File: config.mk
export PLATFORM = sky130hd
export DESIGN_NAME = cbts_top
export DESIGN_NICKNAME = d
export VERILOG_FILES = /design/src/cbts_pkg.sv /design/src/cbts_seg_if.sv /design/src/cbts_top.sv /design/src/cbts_bit_seq.sv
export SDC_FILE = /design/constraint.sdc
export NUM_CORES = 1
export LEC_CHECK = 0
export BUFFER_PORTS_ARGS = -buffer_cell sky130_fd_sc_hd__buf_4
export CORE_UTILIZATION = 46
export DETAILED_ROUTE_END_ITERATION = 10
export GPL_ROUTABILITY_DRIVEN = 1
export PLACE_DENSITY = 0.79
export SLEW_MARGIN = 0
export SYNTH_ARGS = -nofsm -noshare
export SYNTH_HDL_FRONTEND = slang
export SYNTH_HIERARCHICAL = 1
export SYNTH_SLANG_ARGS = --single-unit
File: constraint.sdc
create_clock -name clk -period 1.6 [get_ports clk]
set_clock_uncertainty 0.05 [all_clocks]
set_input_delay 0.4 -clock clk [delete_from_list [all_inputs] [get_ports clk]]
set_output_delay 0.4 -clock clk [all_outputs]
set_load 0.01 [all_outputs]
File: src/cbts_pkg.sv
// constants for the bit timing segments register and bit sequencer
`default_nettype none
package cbts_pkg;
    // command codes on the command port
    localparam logic [7:0] CBTS_OP_WRITE     = 8'h1A;
    localparam logic [7:0] CBTS_OP_READ      = 8'hD8;
    // register reset value and field layout
    localparam logic [7:0] CBTS_SEG_RESET    = 8'h00;
    localparam int         CBTS_TSS_BIT      = 7;
    localparam int         CBTS_P2_MSB       = 6;
    localparam int         CBTS_P2_LSB       = 4;
    localparam int         CBTS_P1_MSB       = 3;
    localparam int         CBTS_P1_LSB       = 0;
    // main control operating mode: init when the top bit is set
    localparam int         CBTS_MODE_W       = 3;
    localparam int         CBTS_MODE_INIT    = 2;
    // invalid (reserved) length codes
    localparam logic [3:0] CBTS_P1_INVALID   = 4'h0;
    localparam logic [2:0] CBTS_P2_INVALID   = 3'h0;
    // counter widths and fixed counts
    localparam int         CBTS_CNT_W        = 4;
    localparam logic [3:0] CBTS_CNT_ZERO     = 4'h0;
    localparam logic [3:0] CBTS_CNT_ONE      = 4'h1;
    localparam int         CBTS_BITLEN_W     = 5;
    localparam logic [4:0] CBTS_SYNC_TQ      = 5'h01;
    localparam logic [4:0] CBTS_CODE_OFFSET  = 5'h01;
    localparam logic [1:0] CBTS_HIST_RESET   = 2'h0;

    // segment of the current bit
    typedef enum logic [1:0] {
        CBTS_SEG_SYNC,
        CBTS_SEG_ONE,
        CBTS_SEG_TWO
    } cbts_seg_e;
endpackage
`default_nettype wire

File: src/cbts_seg_if.sv
// carrier between the register block and the bit sequencer
`timescale 1ns/10ps
`default_nettype none
interface cbts_seg_if;
    logic [3:0] p1_code;
    logic [2:0] p2_code;
    logic       run;
    logic       tq_tick;
    logic       sample_pt;
    logic       bit_end;

    modport ctrl (output p1_code, output p2_code, output run, output tq_tick,
                  input sample_pt, input bit_end);
    modport seq  (input p1_code, input p2_code, input run, input tq_tick,
                  output sample_pt, output bit_end);
endinterface
`default_nettype wire

File: src/cbts_top.sv
// bit timing segments register with command access and bit sampling
`timescale 1ns/10ps
`default_nettype none
module cbts_top
    import cbts_pkg::*;
(
    input  wire logic                   clk,
    input  wire logic                   nrst,
    input  wire logic                   cmd_valid,
    input  wire logic [7:0]             cmd_opcode,
    input  wire logic [7:0]             cmd_wdata,
    input  wire logic [CBTS_MODE_W-1:0] op_mode,
    input  wire logic                   tq_tick,
    input  wire logic                   rx_level,
    output logic                        rd_valid,
    output logic [7:0]                  rd_data,
    output logic                        wr_refused,
    output logic                        config_valid,
    output logic                        sample_strobe,
    output logic                        sampled_bit,
    output logic                        bit_end_strobe
);
    cbts_seg_if seg ();

    logic [7:0] seg_q;
    logic [7:0] seg_d;
    logic       rd_valid_q;
    logic       rd_valid_d;
    logic [7:0] rd_data_q;
    logic [7:0] rd_data_d;
    logic       wr_refused_q;
    logic       wr_refused_d;
    logic       cfg_valid_q;
    logic       cfg_valid_d;
    logic       run_q;
    logic       run_d;
    logic [1:0] hist_q;
    logic [1:0] hist_d;
    logic       sample_q;
    logic       sample_d;
    logic       bit_q;
    logic       bit_d;
    logic       bit_end_q;
    logic       bit_end_d;

    logic       is_wr;
    logic       is_rd;
    logic       in_init;
    logic       tss;
    logic       vote;

    // command decode
    assign is_wr   = cmd_valid && cmd_opcode == CBTS_OP_WRITE;
    assign is_rd   = cmd_valid && cmd_opcode == CBTS_OP_READ;
    assign in_init = op_mode[CBTS_MODE_INIT];
    assign tss     = seg_q[CBTS_TSS_BIT];
    // majority of the current level and the two previous quanta
    assign vote    = (rx_level & hist_q[0]) | (rx_level & hist_q[1])
                     | (hist_q[0] & hist_q[1]);

    // fields towards the sequencer
    assign seg.p1_code = seg_q[CBTS_P1_MSB:CBTS_P1_LSB];
    assign seg.p2_code = seg_q[CBTS_P2_MSB:CBTS_P2_LSB];
    assign seg.run     = run_q;
    assign seg.tq_tick = tq_tick;

    cbts_bit_seq u_seq (
        .clk  (clk),
        .nrst (nrst),
        .seg  (seg)
    );

    // register access next values
    always_comb begin
        seg_d        = seg_q;
        wr_refused_d = 1'b0;
        if (is_wr) begin
            if (in_init) begin
                seg_d = cmd_wdata;
            end else begin
                wr_refused_d = 1'b1;
            end
        end
        rd_valid_d = is_rd;
        rd_data_d  = is_rd ? seg_q : rd_data_q;
        cfg_valid_d = seg_q[CBTS_P1_MSB:CBTS_P1_LSB] != CBTS_P1_INVALID
                      && seg_q[CBTS_P2_MSB:CBTS_P2_LSB] != CBTS_P2_INVALID;
        // bit timing runs outside init with valid lengths only
        run_d = !in_init && cfg_valid_d;
    end

    // register access state
    always_ff @(posedge clk or negedge nrst) begin
        if (!nrst) begin
            seg_q        <= CBTS_SEG_RESET;
            rd_valid_q   <= 1'b0;
            rd_data_q    <= CBTS_SEG_RESET;
            wr_refused_q <= 1'b0;
            cfg_valid_q  <= 1'b0;
            run_q        <= 1'b0;
        end else begin
            seg_q        <= seg_d;
            rd_valid_q   <= rd_valid_d;
            rd_data_q    <= rd_data_d;
            wr_refused_q <= wr_refused_d;
            cfg_valid_q  <= cfg_valid_d;
            run_q        <= run_d;
        end
    end

    // sampling next values
    always_comb begin
        hist_d    = seg.tq_tick ? {hist_q[0], rx_level} : hist_q;
        sample_d  = seg.sample_pt;
        bit_end_d = seg.bit_end;
        bit_d     = bit_q;
        if (seg.sample_pt) begin
            bit_d = tss ? vote : rx_level;
        end
    end

    // sampling state
    always_ff @(posedge clk or negedge nrst) begin
        if (!nrst) begin
            hist_q    <= CBTS_HIST_RESET;
            sample_q  <= 1'b0;
            bit_q     <= 1'b0;
            bit_end_q <= 1'b0;
        end else begin
            hist_q    <= hist_d;
            sample_q  <= sample_d;
            bit_q     <= bit_d;
            bit_end_q <= bit_end_d;
        end
    end

    // outputs straight from flip-flops
    assign rd_valid       = rd_valid_q;
    assign rd_data        = rd_data_q;
    assign wr_refused     = wr_refused_q;
    assign config_valid   = cfg_valid_q;
    assign sample_strobe  = sample_q;
    assign sampled_bit    = bit_q;
    assign bit_end_strobe = bit_end_q;
endmodule
`default_nettype wire

File: src/cbts_bit_seq.sv
// bit period sequencer: sync quantum, phase one, phase two
`timescale 1ns/10ps
`default_nettype none
module cbts_bit_seq
    import cbts_pkg::*;
(
    input  wire logic clk,
    input  wire logic nrst,
    cbts_seg_if.seq   seg
);
    cbts_seg_e             state_q;
    cbts_seg_e             state_d;
    logic [CBTS_CNT_W-1:0] cnt_q;
    logic [CBTS_CNT_W-1:0] cnt_d;

    // strobes at the end of phase one and at the end of the bit
    assign seg.sample_pt = seg.run && seg.tq_tick && state_q == CBTS_SEG_ONE
                           && cnt_q == seg.p1_code;
    assign seg.bit_end   = seg.run && seg.tq_tick && state_q == CBTS_SEG_TWO
                           && cnt_q == {1'b0, seg.p2_code};

    // next segment and quantum count
    always_comb begin
        state_d = state_q;
        cnt_d   = cnt_q;
        if (!seg.run) begin
            state_d = CBTS_SEG_SYNC;
            cnt_d   = CBTS_CNT_ZERO;
        end else if (seg.tq_tick) begin
            unique case (state_q)
                CBTS_SEG_SYNC: begin
                    state_d = CBTS_SEG_ONE;
                    cnt_d   = CBTS_CNT_ZERO;
                end
                CBTS_SEG_ONE: begin
                    if (cnt_q == seg.p1_code) begin
                        state_d = CBTS_SEG_TWO;
                        cnt_d   = CBTS_CNT_ZERO;
                    end else begin
                        cnt_d = cnt_q + CBTS_CNT_ONE;
                    end
                end
                CBTS_SEG_TWO: begin
                    if (cnt_q == {1'b0, seg.p2_code}) begin
                        state_d = CBTS_SEG_SYNC;
                        cnt_d   = CBTS_CNT_ZERO;
                    end else begin
                        cnt_d = cnt_q + CBTS_CNT_ONE;
                    end
                end
                default: begin
                    state_d = CBTS_SEG_SYNC;
                    cnt_d   = CBTS_CNT_ZERO;
                end
            endcase
        end
    end

    // segment state registers
    always_ff @(posedge clk or negedge nrst) begin
        if (!nrst) begin
            state_q <= CBTS_SEG_SYNC;
            cnt_q   <= CBTS_CNT_ZERO;
        end else begin
            state_q <= state_d;
            cnt_q   <= cnt_d;
        end
    end

    // checking aid: quanta elapsed since the bit began
    logic [CBTS_BITLEN_W-1:0] tq_seen_q;
    logic [CBTS_BITLEN_W-1:0] tq_seen_d;
    always_comb begin
        tq_seen_d = tq_seen_q;
        if (!seg.run || seg.bit_end) begin
            tq_seen_d = '0;
        end else if (seg.tq_tick) begin
            tq_seen_d = tq_seen_q + CBTS_SYNC_TQ;
        end
    end

    // checking aid register
    always_ff @(posedge clk or negedge nrst) begin
        if (!nrst) begin
            tq_seen_q <= '0;
        end else begin
            tq_seen_q <= tq_seen_d;
        end
    end
endmodule
`default_nettype wire

==> reports/metrics.cfg, run 1 <==
[outcome]
run_status = finished, violations left
violations = negative setup slack

[worst_hold_path]
min_path_type = primary input to register
hold_path_end = seg_q[7]
hold_depth = 2
min_from = cmd_wdata[7]

[timing]
tightest_slew_ns = 0.4365
maxSlewViolCount = 0
relSlewSlack = 0.7063
hold_viol = 0
worst_slack_ns = -0.05134
clock.fmax_mhz = 605.6
fin_setup_tns_ns = -0.1427
timing.final.crit_share = 1.032
fin_crit_ns = 1.651
rsz0062_at_grt = yes
finalSetupViolCount = 6

[clock_tree]
clk_latency_ns = 0.33
clk_pin_slew_ns = 0.10
h-tree-depth = 2
clock_sinks = 31
cts_buffer_depth = 2
cts_root_buf = clkbuf_4
cts_made_buffers = 5
cts_tree = yes

[critical_path]
reg2reg_to = u_seq/state_q[0]
path_buf_inv = 0
cp.arrival_ns = 1.82
r2r_slack_ns = -0.05
path_class = register to register
crit_path_max_incr_delay_ns = 0.55
worstReg2RegStart = u_seq/cnt_q[0]
critPathTopFamily = compound AO/OA/AOI/OAI gates
cp-start-kind = register
worstPathCellList = xor2_1 -> o41a_4 -> o311ai_4 -> o41ai_2
crit_required_ns = 1.77
worst-r2r-cell-count = 4
worst_setup_path_end_kind = register
crit_slowest_cell = o41a_4
critPathMaxFanout = 8

[logic_synthesis]
synth_top_family_by_area = multiplexers
synth_seq_cells = 31
ys.flop_type = dfrtp_1
synth_top_area_share = 0.5259
synth_xor_xnor_area_share = 0.04156
netlist_top_cells_area = dfrtp_1 53%, mux2_4 8.1%, mux2_2 7.6%
synth-simple-area-share = 0.1145
synth_fp_nets = 144
yosysWarnings = 6
yosysTopAreaCell = dfrtp_1
syn_inst = 116
post_synth_fa_ha_maj_area_fraction = 0.03393
muxShareOfSynthArea = 0.1578
synthTopCellsByCount = 31 x dfrtp_1, 10 x mux2_2, 8 x inv_1, 8 x mux2_4, 7 x nand2_1
synth_area_um2 = 1475
synth.distinct_cells = 33
synth-edff-count = 0
ys_seq_area_frac = 0.5259
synth.most_common_cell = dfrtp_1
async_flop_share = 1.000
synth_area_per_cell_um2 = 12.72
synth_compound_area_frac = 0.09839

[route]
wl_per_cell_um = 14.61
vias_per_cell = 5.145
dr.first_iter.drc_count = 34
remaining_drc_errors = 0
route.antenna.remaining_nets = 0
drtPass1Iterations = 4
dr_total_vias = 1173
routed_wl_um = 3330

[global_routing]
gr-total-overflow = 0
grt_max_degree = 32
grt_pass1_vias = 1256
antenna_found_initial = 0
grt_busiest_layer = met2
use_met1 = 0.2140
grt_use_total = 0.2083
met2_usage = 0.3678
use_met3 = 0.06813
grt_pass1_wl_um = 5195

[placement]
gp_congestion = 0.7588
hpwl_um = 2380
place_ws_ns = -0.3768
place.port_buffers = 35

[layout]
diodes = 0
area_growth_pct = 44.95
drive_gt1_frac = 0.5489
final_util = 0.7004
nNetsFinal = 211

[floorplanning]
core.rowCount = 20
io_pins = 38
die-width_um = 58.63
die_h_um = 58.63
core_um2 = 3053
dieArea_um2 = 3437
start_util = 0.4832

[pwr]
ir_worst_vdd_mv = 0.4484
p_leak_nw = 1.045
p_per_area_nw_per_um2 = 648.7
total_power_w = 0.001387

[job]
max-cap-violations = 0

-- per-layer routing --
layer	vias up	routed length [µm]	share of wire
met1	570	1302	0.39
met4	0	89	0.027
li1	563	-	-
met3	9	157	0.047
met2	31	1781	0.53
met5	-	0	0
-- placed cells by master (no fill, tap or decap), types with 2 or more instances in the layout --
master,n
a21oi_1,4
buf_4,60
clkbuf_1,2
clkbuf_4,5
dfrtp_1,29
dfrtp_2,2
ha_1,4
inv_1,8
mux2_2,10
mux2_4,8
nand2_1,7
nand3_1,2
nor2_1,3
nor3_1,4
nor4_1,3
o2111ai_1,2
o21ai_1,2
o31ai_2,2
xnor2_2,2
xor2_1,2
-- how the worst max path moves through the flow --
stage,startpoint,to,slack (ns),depth (start not counted)
2_1_floorplan,cmd_opcode[6],seg_q[0],-0.18,4
3_3_place_gp,cmd_opcode[6],seg_q[6],-0.32,5
3_5_place_dp,cmd_opcode[6],seg_q[2],-0.38,5
4_1_cts,u_seq/cnt_q[2],u_seq/state_q[0],-0.05,4
5_1_grt,u_seq/cnt_q[2],u_seq/state_q[0],-0.13,5
6_report,u_seq/cnt_q[0],u_seq/state_q[0],-0.05,4
-- worst register-to-register path, stage by stage, from the launching register on --
cell and delay [ns]:
dfrtp_1 0.42, xor2_1 0.17, o41a_4 0.55, o311ai_4 0.25, o41ai_2 0.11
-- stage by stage --
| stage | std cells | area, µm² | hold slack (ns) |
|---|---|---|---|
| floorplan | 116 | 1478 | 0.05441 |
| global placement | 215 | 1942 | 0.2990 |
| detailed placement | 215 | 1942 | 0.3049 |
| CTS | 224 | 2026 | 0.2283 |
| global route | 228 | 2138 | 0.2163 |
| finish | 228 | 2138 | 0.2412 |
-- flip-flops by register name, indices dropped and copies added, names as in the netlist --
register and count:
sampled_bit 1, rd_data 8, wr_refused 1, config_valid 1, hist_q 2, bit_end_strobe 1, seg_q 8, u_seq/cnt_q 4
rd_valid 1, u_seq/state_q 2, run_q 1, sample_strobe 1
-- final cells by class --
class                           count  area (µm²)
Inverter                            8       30.03
Clock inverter                      1       5.005
Timing Repair Buffer               61       460.4
Clock buffer                        7       45.04
Multi-Input combinational cell     76       764.5
Fill cell                         233       914.6
Sequential cell                    31       778.2
Tap cell                           44       55.05
-- cell families after synthesis --
group / Yosys count
DFF: 31
and+or+nand+nor: 30
muxes: 18
AOI/OAI and AO/OA: 17
buffers and inverters: 9
xor gates and xnor gates: 7
adders and majority gates: 4
-- repair_timing --
| action | in CTS | in global routing |
|---|---|---|
| resized for setup | 5 | 12 |
| hold buffers | 1 | 0 |
| cloned | 0 | 0 |
| endpoints found under the setup margin | 15 | 13 |
| setup buffers | 0 | 5 |
| endpoints found under the hold margin | 31 | 0 |
| pin swaps | 2 | 9 |
-- power breakdown --
group | switching (W) | total (W) | internal, W | leakage, nW
Sequential | 0.0000111 | 0.000807 | 0.000796 | 0.425
Combinational | 0.0000620 | 0.000148 | 0.0000863 | 0.591
Clock | 0.000261 | 0.000432 | 0.000171 | 0.0293
Power figures use the tool's default switching activity.
==> run 2: changes to the inputs <==
--- a/config.mk
+++ b/config.mk
@@ -6,11 +6,12 @@
 export NUM_CORES = 1
 export LEC_CHECK = 0
 export BUFFER_PORTS_ARGS = -buffer_cell sky130_fd_sc_hd__buf_4
-export CORE_UTILIZATION = 46
+export CAP_MARGIN = 10
+export CORE_UTILIZATION = 55
 export DETAILED_ROUTE_END_ITERATION = 10
 export GPL_ROUTABILITY_DRIVEN = 1
-export PLACE_DENSITY = 0.79
-export SLEW_MARGIN = 0
+export PLACE_DENSITY = 0.87
+export SLEW_MARGIN = 40
 export SYNTH_ARGS = -nofsm -noshare
 export SYNTH_HDL_FRONTEND = slang
 export SYNTH_HIERARCHICAL = 1
==> constraint.sdc (replaced) <==
create_clock -name clk -period 2.1 [get_ports clk]
set_clock_uncertainty 0.05 [all_clocks]
set_input_delay 0.525 -clock clk [delete_from_list [all_inputs] [get_ports clk]]
set_output_delay 0.525 -clock clk [all_outputs]
set_load 0.01 [all_outputs]
==> run 2 against run 1 <==
  * The run now ends clean
  * Critical path depth unchanged
  * Count of clock-buffer cells in the layout shrank 1
  * Critical path type unchanged
  * Design area down 11%
  * Combinational power down 43%
  * Core utilization is 5.8 points higher
  * Sequential power fell by 24%
  * Sequential share of layout area grew 4.5 points
  * Flip-flop and latch count unchanged
  * Clock power rose by 11%
  * Setup slack improved by 0.36 ns
  * Non-clock buffer count is 20 lower
  * Die area decreased by 16%
==> reports/metrics.cfg, run 2 (synthesis gave the netlist of run 1 again) <==
[layout]
regArea_um2 = 775.7  ; -0.32%
drive_gt1_frac = 0.4268  ; -0.1221
area_growth_pct = 28.50
mostFrequentLayoutCell = buf_4
nFillCells = 158  ; -32%
final_util = 0.7583  ; +0.05785
layout.cells.non_filler = 194  ; -15%
fin_area_um2 = 1896  ; -11%
diodes = 0  ; unchanged
nNetsFinal = 191  ; -9.5%
mostFrequentLayoutCells = 41 x buf_4, 31 x dfrtp_1, 10 x mux2_2
multiInputGateArea_um2 = 658.1  ; -14%

[route]
route.antenna.remaining_nets = 0  ; unchanged
wl_per_cell_um = 14.94  ; +2.3%
remaining_drc_errors = 0  ; unchanged
dr.first_iter.drc_count = 22  ; -35%
vias_per_cell = 5.582  ; +8.5%
routed_wl_um = 2899  ; -13%
dr_total_vias = 1083  ; -7.7%
drtPass1Iterations = 4  ; unchanged

[outcome]
run_status = finished, final reports clean

[critical_path]
worstReg2RegStart = u_seq/cnt_q[2]
worst-r2r-cell-count = 4  ; unchanged
crit_start = u_seq/cnt_q[2]
crit_required_ns = 2.25  ; +0.48 ns
r2r_slack_ns = 0.31  ; +0.36 ns
critPathMaxFanout = 8  ; unchanged
cp.arrival_ns = 1.94  ; +0.12 ns
worst_setup_path_end_kind = register
cp-start-kind = register
reg2reg_to = u_seq/state_q[0]
path_class = register to register
cp-endpoint = u_seq/state_q[0]

[floorplanning]
core.rowCount = 18  ; -10%
die_h_um = 53.79  ; -8.3%
io_pins = 38  ; unchanged
die-width_um = 53.79  ; -8.3%
core_um2 = 2500  ; -18%
dieArea_um2 = 2893  ; -16%
start_util = 0.5901  ; +0.1069

[clock_tree]
clk_pin_slew_ns = 0.10  ; about the same
ctsResizeCount = 0  ; -5
h-tree-depth = 2  ; unchanged
cts_tree = yes
cts_made_buffers = 5  ; unchanged
clock_sinks = 31  ; unchanged
cts_hold_buf = 0  ; -1
cts_buffer_depth = 2  ; unchanged
post_cts_buffers = 0  ; unchanged
clk_latency_ns = 0.33  ; about the same
cts_root_buf = clkbuf_4

[timing]
holdWs_ns = 0.05442  ; -0.1867 ns
clock.fmax_mhz = 558.1  ; -7.8%
hold_viol = 0  ; unchanged
maxSlewViolCount = 0  ; unchanged
relSlewSlack = 0.7086  ; +0.002239
finalSetupViolCount = 0  ; -6
tightest_slew_ns = 0.4332  ; -0.003328 ns
fin_crit_ns = 1.792  ; +0.1403 ns
rsz0062_at_grt = no
timing.final.crit_share = 0.8532  ; -0.1789

[pwr]
p_per_area_nw_per_um2 = 622.9  ; -4.0%
ir_worst_vdd_mv = 0.6958  ; +55%
p_leak_nw = 0.9469  ; -9.4%

[global_routing]
gr-total-overflow = 0  ; unchanged
grt_pass1_vias = 1041  ; -17%
antenna_found_initial = 0  ; unchanged
grt_pass1_wl_um = 4809  ; -7.4%
grt_max_degree = 32  ; unchanged
grt_use_total = 0.2465  ; +0.03825

[placement]
placed_cells = 186  ; -13%
post_dp_cell_area_um2 = 1809  ; -6.8%
place.port_buffers = 35  ; unchanged
hpwl_um = 2283  ; -4.1%
gp_congestion = 0.8771  ; +16%

[job]
max-cap-violations = 0  ; unchanged

[worst_hold_path]
min_path_type = primary input to async pin

-- run 2: cell types whose count changed in the layout (fill, tap and decap cells not counted), sizes merged --
cell,delta
clkbuf,-1
buf,-19
bufinv,+1
dlygate4sd3,-1
-- run 2: metal layers --
layer | up-vias | track usage | share of wire
li1 | 524 | - | -
met1 | 510 | 0.2962 | 0.40
met2 | 45 | 0.3909 | 0.52
met3 | 4 | 0.1017 | 0.062
met4 | 0 | 0.09649 | 0.0093
met5 | - | 0 | 0
-- run 2: where the power goes --
group	internal [W]	switching, W
Sequential	0.000606	0.00000963
Combinational	0.0000475	0.0000374
Clock	0.000281	0.000199
Total	0.000935	0.000246
-- run 2: area by class of cell --
class,instances,share of cell area
clock buffer,6,0.02706
clock inverter,2,0.01848
inverter,8,0.01584
multi-input combinational,76,0.3472
sequential,31,0.4092
tap,30,0.01980
timing repair buffer,41,0.1624
-- run 2: worst min path at each step --
stage	to	depth (start not counted)	start
6_report	rd_data[4]	1	nrst
5_1_grt	run_q	1	nrst
4_1_cts	rd_data[6]	1	nrst
3_5_place_dp	sampled_bit	2	sampled_bit
3_3_place_gp	sampled_bit	2	sampled_bit
2_1_floorplan	bit_end_strobe	0	nrst
-- run 2: metrics by stage --
step | setup TNS (ns) | total power, W | worst slack [ns]
floorplan | 0 | 0.0006566 | 0.1917
global placement | 0 | 0.0007082 | 0.02607
detailed placement | -0.002621 | 0.0007139 | -0.002621
CTS | 0 | 0.001197 | 0.3239
global route | 0 | 0.001239 | 0.1952
finish | 0 | 0.001181 | 0.3083
-- run 2: worst max-delay path, cell delays in order (launching register included) --
cell and delay, ns:
dfrtp_1 0.46, xor2_1 0.19, o41a_4 0.52, o311ai_1 0.30
o41ai_1 0.14
